--- config.mk ---
export PLATFORM = sky130hd
export DESIGN_NAME = socket_cmd
export DESIGN_NICKNAME = d
export VERILOG_FILES = /design/src/sock_pkg.sv /design/src/sock_evt_if.sv /design/src/event_flags.sv /design/src/cmd_check.sv /design/src/socket_cmd.sv
export VERILOG_INCLUDE_DIRS = /design/src
export SDC_FILE = /design/constraint.sdc
export NUM_CORES = 1
export LEC_CHECK = 0
export ABC_AREA = 1
export BUFFER_PORTS_ARGS = -buffer_cell sky130_fd_sc_hd__buf_2
export CAP_MARGIN = 20
export CORE_MARGIN = 2
export CORE_UTILIZATION = 51
export DETAILED_ROUTE_END_ITERATION = 10
export PLACE_DENSITY = 0.91
export SLEW_MARGIN = 15
export SYNTH_ARGS = -nofsm -noshare
export SYNTH_HDL_FRONTEND = slang
export SYNTH_HIERARCHICAL = 1
export SYNTH_SLANG_ARGS = --single-unit
--- constraint.sdc ---
create_clock -name clk -period 2.2 [get_ports clk]
set_clock_uncertainty 0.1 [all_clocks]
set_input_delay 0.44 -clock clk [delete_from_list [all_inputs] [get_ports clk]]
set_output_delay 0.44 -clock clk [all_outputs]
set_load 0.01 [all_outputs]
--- src/sock_defines.svh ---
// Offsets, field positions, codes and reset values of the socket block
`ifndef SOCK_DEFINES_SVH
`define SOCK_DEFINES_SVH

// ----------------------------------------------------------------------
// Register offsets
// ----------------------------------------------------------------------
`define OFS_COMMAND 16'h0001
`define OFS_EVENT_FLAGS 16'h0002
`define OFS_SOCKET_STATE 16'h0003
`define OFS_EVENT_MASK 16'h0020

// ----------------------------------------------------------------------
// Reset values
// ----------------------------------------------------------------------
`define EVENT_FLAGS_RESET 8'h00
`define EVENT_MASK_RESET 8'h1f

// ----------------------------------------------------------------------
// Event flag bit positions
// ----------------------------------------------------------------------
`define FLAG_LINK_UP 0
`define FLAG_PEER_FIN 1
`define FLAG_DATA_IN 2
`define FLAG_EXPIRY 3
`define FLAG_SEND_DONE 4
`define FLAG_COUNT 5

// ----------------------------------------------------------------------
// Command codes
// ----------------------------------------------------------------------
`define CODE_TEARDOWN 8'h08
`define CODE_CLOSE 8'h10
`define CODE_SEND 8'h20
`define CODE_SEND_PRESET 8'h21
`define CODE_KEEPALIVE 8'h22
`define CODE_RECEIVE_DONE 8'h40

// ----------------------------------------------------------------------
// Socket state codes and keep-alive payload
// ----------------------------------------------------------------------
`define STATE_RELEASED 8'h00
`define STATE_CONNECTED 8'h17
`define STATE_FIN_WAIT 8'h18
`define STATE_CLOSE_WAIT 8'h1c
`define STATE_LAST_ACK 8'h1d
`define KEEPALIVE_BYTES 8'h01

`endif

--- src/sock_pkg.sv ---
// Types shared by the socket command and event flag modules
`default_nettype none
`include "sock_defines.svh"
package sock_pkg;
  typedef enum logic [4:0] {
    fsm_idle = 5'b0_0001,
    fsm_resolve = 5'b0_0010,
    fsm_send = 5'b0_0100,
    fsm_fin = 5'b0_1000,
    fsm_keep = 5'b1_0000
  } fsm_type;

  typedef enum logic [3:0] {
    mode_closed = 4'h0,
    mode_tcp = 4'h1,
    mode_udp = 4'h2,
    mode_raw = 4'h4
  } mode_type;
endpackage
`default_nettype wire

--- src/sock_evt_if.sv ---
// Event pulses, mask and clear path between command logic and flag store
`default_nettype none
`include "sock_defines.svh"
interface sock_evt_if;
  logic [`FLAG_COUNT-1:0] event_pulse;
  logic [7:0] mask;
  logic clear_wr;
  logic [7:0] clear_data;
  logic [7:0] flags;

  modport source (
    output event_pulse,
    output mask,
    output clear_wr,
    output clear_data,
    input flags
  );
  modport keeper (
    input event_pulse,
    input mask,
    input clear_wr,
    input clear_data,
    output flags
  );
endinterface
`default_nettype wire

--- src/event_flags.sv ---
// Sticky, masked, write-one-to-clear socket event flags
`default_nettype none
`include "sock_defines.svh"
module event_flags (
  input wire logic clk,
  input wire logic rst,
  sock_evt_if.keeper evt
);
  import sock_pkg::*;

  logic [`FLAG_COUNT-1:0] held;
  logic [`FLAG_COUNT-1:0] next_held;
  wire [`FLAG_COUNT-1:0] gated_set = evt.event_pulse &
    evt.mask[`FLAG_COUNT-1:0];
  wire [`FLAG_COUNT-1:0] clear_bits = evt.clear_wr ?
    evt.clear_data[`FLAG_COUNT-1:0] : '0;

  // Set beats a same-cycle clear so no event is lost
  assign next_held = (held & ~clear_bits) | gated_set;
  assign evt.flags = {3'b000, held};

  always_ff @(posedge clk or posedge rst) begin
    if (rst) begin
      held <= `FLAG_COUNT'(`EVENT_FLAGS_RESET);
    end else begin
      held <= next_held;
    end
  end
endmodule
`default_nettype wire

--- src/cmd_check.sv ---
// Command validity against socket mode and state
`default_nettype none
`include "sock_defines.svh"
module cmd_check (
  input wire logic [7:0] code,
  input wire sock_pkg::mode_type mode,
  input wire logic [7:0] state,
  output logic ok_teardown,
  output logic ok_close,
  output logic ok_send,
  output logic ok_send_preset,
  output logic ok_keepalive,
  output logic ok_receive_done
);
  import sock_pkg::*;

  wire is_tcp = (mode == mode_tcp);
  wire is_udp = (mode == mode_udp);
  wire tcp_open = is_tcp && (state == `STATE_CONNECTED ||
    state == `STATE_CLOSE_WAIT);

  assign ok_teardown = (code == `CODE_TEARDOWN) && is_tcp;
  assign ok_close = (code == `CODE_CLOSE);
  assign ok_send = (code == `CODE_SEND) && (is_udp || tcp_open);
  assign ok_send_preset = (code == `CODE_SEND_PRESET) && is_udp;
  assign ok_keepalive = (code == `CODE_KEEPALIVE) && is_tcp &&
    (state == `STATE_CONNECTED);
  assign ok_receive_done = (code == `CODE_RECEIVE_DONE);
endmodule
`default_nettype wire

--- src/socket_cmd.sv ---
// Socket command interpreter, state keeping and event sources
// What this block does
// - Code 0x08 starts disconnect, server or client, only in TCP mode.
// - Active close sends a FIN to the connected peer.
// - Passive close, after peer FIN, answers with our own FIN.
// - Received FIN/ACK completes disconnect and releases the socket.
// - Failed disconnect raises TCP timeout, sets flag 3, then releases.
// - Code 0x10 releases the socket at once, with no packets.
// - RST from peer during communication forces the released state.
// - Code 0x20 sends all pending transmit buffer data.
// - Normal send first resolves the destination hardware address.
// - Code 0x21, UDP only, sends using host-written hardware address.
// - Code 0x22, TCP only, sends a one-byte keep-alive packet.
// - No keep-alive answer before timeout ends connection, raises timeout.
// - Code 0x40 frees receive space up to host read pointer.
// - A flag sets only on its event with its mask bit one.
// - Flag 4 sets when a send completes.
// - Flag 3 sets on resolution or TCP retry timeout.
// - Flag 2 sets whenever data arrives from the peer.
// - Flag 1 sets when FIN or FIN/ACK arrives.
// - Flag 0 sets once as the state becomes connected.
// - Peer RST, close or TCP timeout enter released from any state.
`default_nettype none
`include "sock_defines.svh"
module socket_cmd (
  input wire logic clk,
  input wire logic rst,
  input wire logic [15:0] reg_addr,
  input wire logic reg_wr,
  input wire logic [7:0] reg_wdata,
  input wire logic reg_rd,
  output logic [7:0] reg_rdata,
  input wire sock_pkg::mode_type sock_mode,
  input wire logic state_load,
  input wire logic [7:0] state_load_value,
  input wire logic rx_fin_seen,
  input wire logic rx_finack_seen,
  input wire logic rx_rst_seen,
  input wire logic rx_data_seen,
  input wire logic peer_ack_seen,
  input wire logic resolve_done,
  input wire logic resolution_retry_expiry,
  input wire logic tcp_retry_expiry,
  input wire logic tx_done,
  input wire logic [15:0] rx_read_pointer,
  output logic fin_tx_req,
  output logic keepalive_tx_req,
  output logic [7:0] keepalive_len,
  output logic resolve_req,
  output logic tx_start,
  output logic use_preset_dest,
  output logic rx_release,
  output logic [15:0] rx_done_pointer,
  output logic [7:0] socket_state,
  output logic busy
);
  import sock_pkg::*;

  // ----------------------------------------------------------------------
  // Register decode
  // ----------------------------------------------------------------------
  wire cmd_wr = reg_wr && (reg_addr == `OFS_COMMAND);
  wire flags_wr = reg_wr && (reg_addr == `OFS_EVENT_FLAGS);
  wire mask_wr = reg_wr && (reg_addr == `OFS_EVENT_MASK);

  fsm_type fsm;
  fsm_type next_fsm;
  logic [7:0] next_state;
  logic [7:0] socket_event_mask;
  logic ok_teardown;
  logic ok_close;
  logic ok_send;
  logic ok_send_preset;
  logic ok_keepalive;
  logic ok_receive_done;

  sock_evt_if evt ();

  cmd_check mode_check (
    .code(reg_wdata),
    .mode(sock_mode),
    .state(socket_state),
    .ok_teardown(ok_teardown),
    .ok_close(ok_close),
    .ok_send(ok_send),
    .ok_send_preset(ok_send_preset),
    .ok_keepalive(ok_keepalive),
    .ok_receive_done(ok_receive_done)
  );

  event_flags flag_store (
    .clk(clk),
    .rst(rst),
    .evt(evt.keeper)
  );

  // Only one sequence runs at a time; a busy socket ignores new
  // sequence commands, while close and receive-done act at any time.
  wire idle = (fsm == fsm_idle);
  wire go_teardown = cmd_wr && ok_teardown && idle;
  wire go_close = cmd_wr && ok_close;
  wire go_send = cmd_wr && ok_send && idle;
  wire go_send_preset = cmd_wr && ok_send_preset && idle;
  wire go_keepalive = cmd_wr && ok_keepalive && idle;
  wire go_receive_done = cmd_wr && ok_receive_done;
  wire passive_close = (socket_state == `STATE_CLOSE_WAIT);
  wire peer_reset = rx_rst_seen && (socket_state != `STATE_RELEASED);
  wire any_expiry = tcp_retry_expiry || resolution_retry_expiry;

  // ----------------------------------------------------------------------
  // Sequencer and socket state
  // ----------------------------------------------------------------------
  always_comb begin
    next_fsm = fsm;
    next_state = socket_state;
    if (state_load && idle) begin
      next_state = state_load_value;
    end
    if (rx_fin_seen && socket_state == `STATE_CONNECTED) begin
      next_state = `STATE_CLOSE_WAIT;
    end
    case (fsm)
      fsm_idle: begin
        if (go_teardown) begin
          next_fsm = fsm_fin;
          next_state = passive_close ? `STATE_LAST_ACK : `STATE_FIN_WAIT;
        end else if (go_send) begin
          next_fsm = fsm_resolve;
        end else if (go_send_preset) begin
          next_fsm = fsm_send;
        end else if (go_keepalive) begin
          next_fsm = fsm_keep;
        end
      end
      fsm_resolve: begin
        if (resolve_done) begin
          next_fsm = fsm_send;
        end else if (resolution_retry_expiry) begin
          next_fsm = fsm_idle;
        end
      end
      fsm_send: begin
        if (tx_done) begin
          next_fsm = fsm_idle;
        end
      end
      fsm_fin: begin
        if (rx_finack_seen) begin
          next_fsm = fsm_idle;
          next_state = `STATE_RELEASED;
        end
      end
      fsm_keep: begin
        if (peer_ack_seen) begin
          next_fsm = fsm_idle;
        end
      end
      default: begin
        next_fsm = fsm_idle;
      end
    endcase
    // TCP retry expiry ends disconnect, keep-alive or any live connection
    if (tcp_retry_expiry) begin
      next_fsm = fsm_idle;
      next_state = `STATE_RELEASED;
    end
    if (go_close || peer_reset) begin
      next_fsm = fsm_idle;
      next_state = `STATE_RELEASED;
    end
  end

  always_ff @(posedge clk or posedge rst) begin
    if (rst) begin
      fsm <= fsm_idle;
      socket_state <= `STATE_RELEASED;
    end else begin
      fsm <= next_fsm;
      socket_state <= next_state;
    end
  end

  // ----------------------------------------------------------------------
  // Requests toward the packet engine
  // ----------------------------------------------------------------------
  wire enter_send = (next_fsm == fsm_send) && (fsm != fsm_send);
  wire enter_resolve = (next_fsm == fsm_resolve) && (fsm != fsm_resolve);

  always_ff @(posedge clk or posedge rst) begin
    if (rst) begin
      fin_tx_req <= 1'b0;
      keepalive_tx_req <= 1'b0;
      resolve_req <= 1'b0;
      tx_start <= 1'b0;
      rx_release <= 1'b0;
    end else begin
      fin_tx_req <= go_teardown && (next_fsm == fsm_fin);
      keepalive_tx_req <= go_keepalive && (next_fsm == fsm_keep);
      resolve_req <= enter_resolve;
      tx_start <= enter_send;
      rx_release <= go_receive_done;
    end
  end

  always_ff @(posedge clk or posedge rst) begin
    if (rst) begin
      use_preset_dest <= 1'b0;
      rx_done_pointer <= 16'h0000;
    end else begin
      if (go_send_preset && next_fsm == fsm_send) begin
        use_preset_dest <= 1'b1;
      end else if (go_send && next_fsm == fsm_resolve) begin
        use_preset_dest <= 1'b0;
      end
      if (go_receive_done) begin
        rx_done_pointer <= rx_read_pointer;
      end
    end
  end

  assign keepalive_len = `KEEPALIVE_BYTES;
  assign busy = !idle;

  // ----------------------------------------------------------------------
  // Event sources and register file
  // ----------------------------------------------------------------------
  assign evt.event_pulse[`FLAG_LINK_UP] = (next_state == `STATE_CONNECTED)
    && (socket_state != `STATE_CONNECTED);
  assign evt.event_pulse[`FLAG_PEER_FIN] = rx_fin_seen ||
    rx_finack_seen;
  assign evt.event_pulse[`FLAG_DATA_IN] = rx_data_seen;
  assign evt.event_pulse[`FLAG_EXPIRY] = any_expiry;
  assign evt.event_pulse[`FLAG_SEND_DONE] = (fsm == fsm_send) &&
    tx_done;
  assign evt.mask = socket_event_mask;
  assign evt.clear_wr = flags_wr;
  assign evt.clear_data = reg_wdata;

  always_ff @(posedge clk or posedge rst) begin
    if (rst) begin
      socket_event_mask <= `EVENT_MASK_RESET;
    end else if (mask_wr) begin
      socket_event_mask <= reg_wdata;
    end
  end

  // Command register reads zero: commands act once and self-clear
  wire [7:0] read_mux =
    (reg_addr == `OFS_EVENT_FLAGS) ? evt.flags :
    (reg_addr == `OFS_SOCKET_STATE) ? socket_state :
    (reg_addr == `OFS_EVENT_MASK) ? socket_event_mask : 8'h00;

  always_ff @(posedge clk or posedge rst) begin
    if (rst) begin
      reg_rdata <= 8'h00;
    end else if (reg_rd) begin
      reg_rdata <= read_mux;
    end
  end
endmodule
`default_nettype wire

==> reports/qor_table.md <==
| Metric | This run | Unit |
|:---|:---|:---|
| Post-layout instance area | 4140 | um2 |
| Hold_ws | 0.204 | ns |
| Remaining routing DRC violations | 0 | - |
| Dominant cell by count in the synthesized netlist | nand2_1 | - |
| Filler cells | 549 | - |
| Actual slew at the worst max-slew pin | 0.606 | ns |
| Crit path arrival time | 1.57 | ns |
| CTS root buffer | clkbuf_8 | - |
| Standard-cell rows | 29 | - |
| Initial Utilization | 0.524 | - |
| Vias per cell | 5.30 | - |
| Number of antenna diodes | 0 | - |
| Result of the run | finished clean | - |
| Antenna violations before repair | 0 | - |
| Netlist area before placement | 3310 | um2 |
| Required time of the worst setup path | 1.66 | ns |
| Top achievable clock speed | 475 | MHz |
| Number of buffers added by the clock tree synthesis step | 5 | - |
| Peak supply drop | 306 | uV |
| Top flip-flop cell by instance count after synthesis | dfrtp_1 | - |
| Flop pwr share | 0.551 | - |
| CTS clk-pin slew, worst paths | 0.11 | ns |
| Type of element capturing the critical path | primary output | - |
| Met3 Usage GRT | 0.0629 | - |
| Global routing met1 resource utilization | 0.314 | - |
| Top-area cell type share of the netlist area | 0.378 | - |
| H-Tree Level Count | 2 | - |
| Global Route met2 Usage | 0.431 | - |
| Number of routed nets with antenna violations | 0 | - |
| Post-synth ARST share | 1.00 | - |
| Placed cell area | 3990 | um2 |
| Library cell occupying the most area in the post-synthesis netlist | dfrtp_1 | - |
| Slew Viols, Final | 0 | - |
| List of most frequent post-synthesis cells | nand2_1 (176), inv_1 (63), nor2_1 (58) | - |
| CTS max path bufs | 2 | - |
| Layout overhead on the synthesized area | 25.2 | % |
| Total I/O pin count | 113 | - |
| Sequential area share after synthesis | 0.426 | - |
| Headroom to the max-slew limit | 0.596 | - |
| Depth of the worst register-to-register path | 10 | - |
| Distinct cells, synth | 35 | - |
| Routability congestion estimate | 0.941 | - |
| Clock tree from TritonCTS | yes | - |
| Reg2reg end | use_preset_dest | - |
| Switch Pwr | 0.000533 | W |
| Die height | 84.5 | um |
| Number of hold violations in the final report | 0 | - |
| Total of endpoints with negative setup slack in the final report | 0 | - |
| Final period util | 0.957 | - |
| Clock latency reported for the late side of the worst-skew pair | 0.32 | ns |
| Number of instances in the synthesized netlist | 467 | - |
| Drt wl/cell | 13.4 | um |
| R2r setup slk | 0.16 | ns |
| Share of total power consumed by net switching | 0.279 | - |
| Fraction of layout cells with a size suffix above 1 | 0.287 | - |
| Number of cells on the worst hold path | 3 | - |
| Total GRT Usage | 0.257 | - |
| Final TNS setup | 0 | ns |
| Drt initial violations | 251 | - |
| Total die area | 7150 | um2 |
| Syn. warnings | 6 | - |
| Combinational share of power | 0.139 | - |
| Leakage power | 2.45 | nW |
| Number of synthesized register bits | 56 | - |
| Worst min-delay path class | primary input to flop | - |
| Die boundary width | 84.5 | um |
| Largest cells by area after synthesis | dfrtp_1 (38%), nand2_1 (20%), inv_1 (7.1%) | - |
| Pre-antenna DRT Iters | 5 | - |
| First-pass GRT wire length | 14.9 | mm |
| Vias after detailed routing | 3550 | - |
| GRT Residual Overflow | 0 | - |
| # Max-Cap Violations | 0 | - |
| Part of the power in the clock network | 0.310 | - |
| Worst R2R Start | fsm[0] | - |
| Number of global-route vias before repair | 3349 | - |
| Post-synth EDFFs | 0 | - |
| Category of the critical setup timing path | flop to primary output | - |
| Port buffer count | 104 | - |
| Cell area power density | 461 | nW/um2 |
| Pin count of the biggest net entering global routing | 27 | - |
| Launching element type of the critical path | flop | - |
| Detailed Place HPWL | 7.07 | mm |
| Maximum fanout along the worst path | 5 | - |
| Core area | 6310 | um2 |
| Worst Hold Path EP | rx_done_pointer[13] | - |
| Sum of routed wire length over all layers | 8.96 | mm |
| Average instance area after synthesis | 7.08 | um2 |
| Hold Crit Start | rx_read_pointer[13] | - |
| Number of sinks on the clock net | 56 | - |
| Cell-internal power | 0.00138 | W |
| Net count of the finished layout | 658 | - |
| Final total power | 0.00191 | W |
| Gr busiest metal | met2 | - |
| Fin crit period | 2.11 | ns |
-- worst max-delay path: stages (launching register included) --
cell and delay [ns]:
dfstp_2 0.58, inv_1 0.07, nor2_2 0.12, nand3_2 0.16, buf_4 0.19, buf_2 0.13
-- cell families (layout without fill, tap and decap cells) --
logic type / after synthesis / count (layout) / share of synthesized area
buf+inv: 80 / 198 / 0.107
other cells: 3 / 11 / 0.00340
compound gates: 24 / 24 / 0.0484
flops: 56 / 56 / 0.426
simple gates: 296 / 296 / 0.388
mux: 8 / 8 / 0.0272
-- cell usage in the layout (no fill, tap or decap), drive strengths merged --
cell,instances
nor3b,3
or2,3
nor3,4
nor2,65
nor4b,1
mux2,8
buf,124
clkbuf,6
dlygate4sd3,1
conb,11
dfstp,6
dfrtp,50
and3,1
o21ai,7
inv,66
clkinv,1
nand2,178
nand3,26
o211ai,2
o22ai,1
o221ai,8
nand4,12
nand3b,3
a21oi,6
-- how the worst max path moves through the flow --
| stage | startpoint | end | slack, ns | cells past startpoint |
|---|---|---|---|---|
| CTS | fsm[0] | flag_store/held[0] | 0.05 | 14 |
| global route | fsm[0] | flag_store/held[0] | -0.004 | 13 |
| global placement | reg_wdata[1] | flag_store/held[0] | 0.05 | 16 |
| floorplan | reg_wdata[1] | flag_store/held[0] | 0.28 | 15 |
| detailed placement | reg_wdata[1] | flag_store/held[0] | -0.10 | 16 |
| finish | fsm[0] | busy | 0.09 | 5 |
-- state kept, by name (all words and copies together) (netlist names) --
name and cells:
keepalive_tx_req 1, fsm 5, socket_state 8, rx_release 1, reg_rdata 8, fin_tx_req 1
evt.mask 8, flag_store/held 5, use_preset_dest 1, tx_start 1, resolve_req 1, rx_done_pointer 16
-- layer usage --
metal / vias up / share of wire / wire [um]
met5: - / 0 / 0
met4: 0 / 0.037 / 333
met3: 43 / 0.089 / 797
met2: 200 / 0.47 / 4250
met1: 1620 / 0.40 / 3580
li1: 1687 / - / -
-- per-stage QoR --
step	utilization	cells	worst slack (ns)
2_1_floorplan	-	475	0.276
3_3_place_gp	0.631	658	0.0483
3_5_place_dp	0.631	658	-0.103
4_1_cts	0.647	667	0.0498
5_1_grt	0.656	670	-0.00396
6_report	0.656	670	0.0946
-- timing repair --
item,CTS,global route
endpoints found under the setup margin,0,4
resized for setup,0,9
hold endpoints to repair,5,0
buffers inserted,0,3
hold buffers,1,0
-- layout make-up --
type                       count  area, um2  area share
multi-input combinational    339       1610       0.388
tap                           77       96.3      0.0233
inverter                      65        244      0.0589
sequential                    56       1410       0.340
clock buffer                   6       72.6      0.0175
clock inverter                 2       17.5     0.00423
timing repair buffer         125        693       0.167
-- power groups by stage --
stage	registers, W	clock network [W]	logic, W
finish	0.00105	0.000592	0.000266
global route	0.00105	0.000643	0.000296
CTS	0.00105	0.000603	0.000260
detailed placement	0.00107	0	0.000257
global placement	0.00107	0	0.000251
floorplan	0.00107	0	0.000131
No activity file was read; power rests on OpenSTA's default activity.
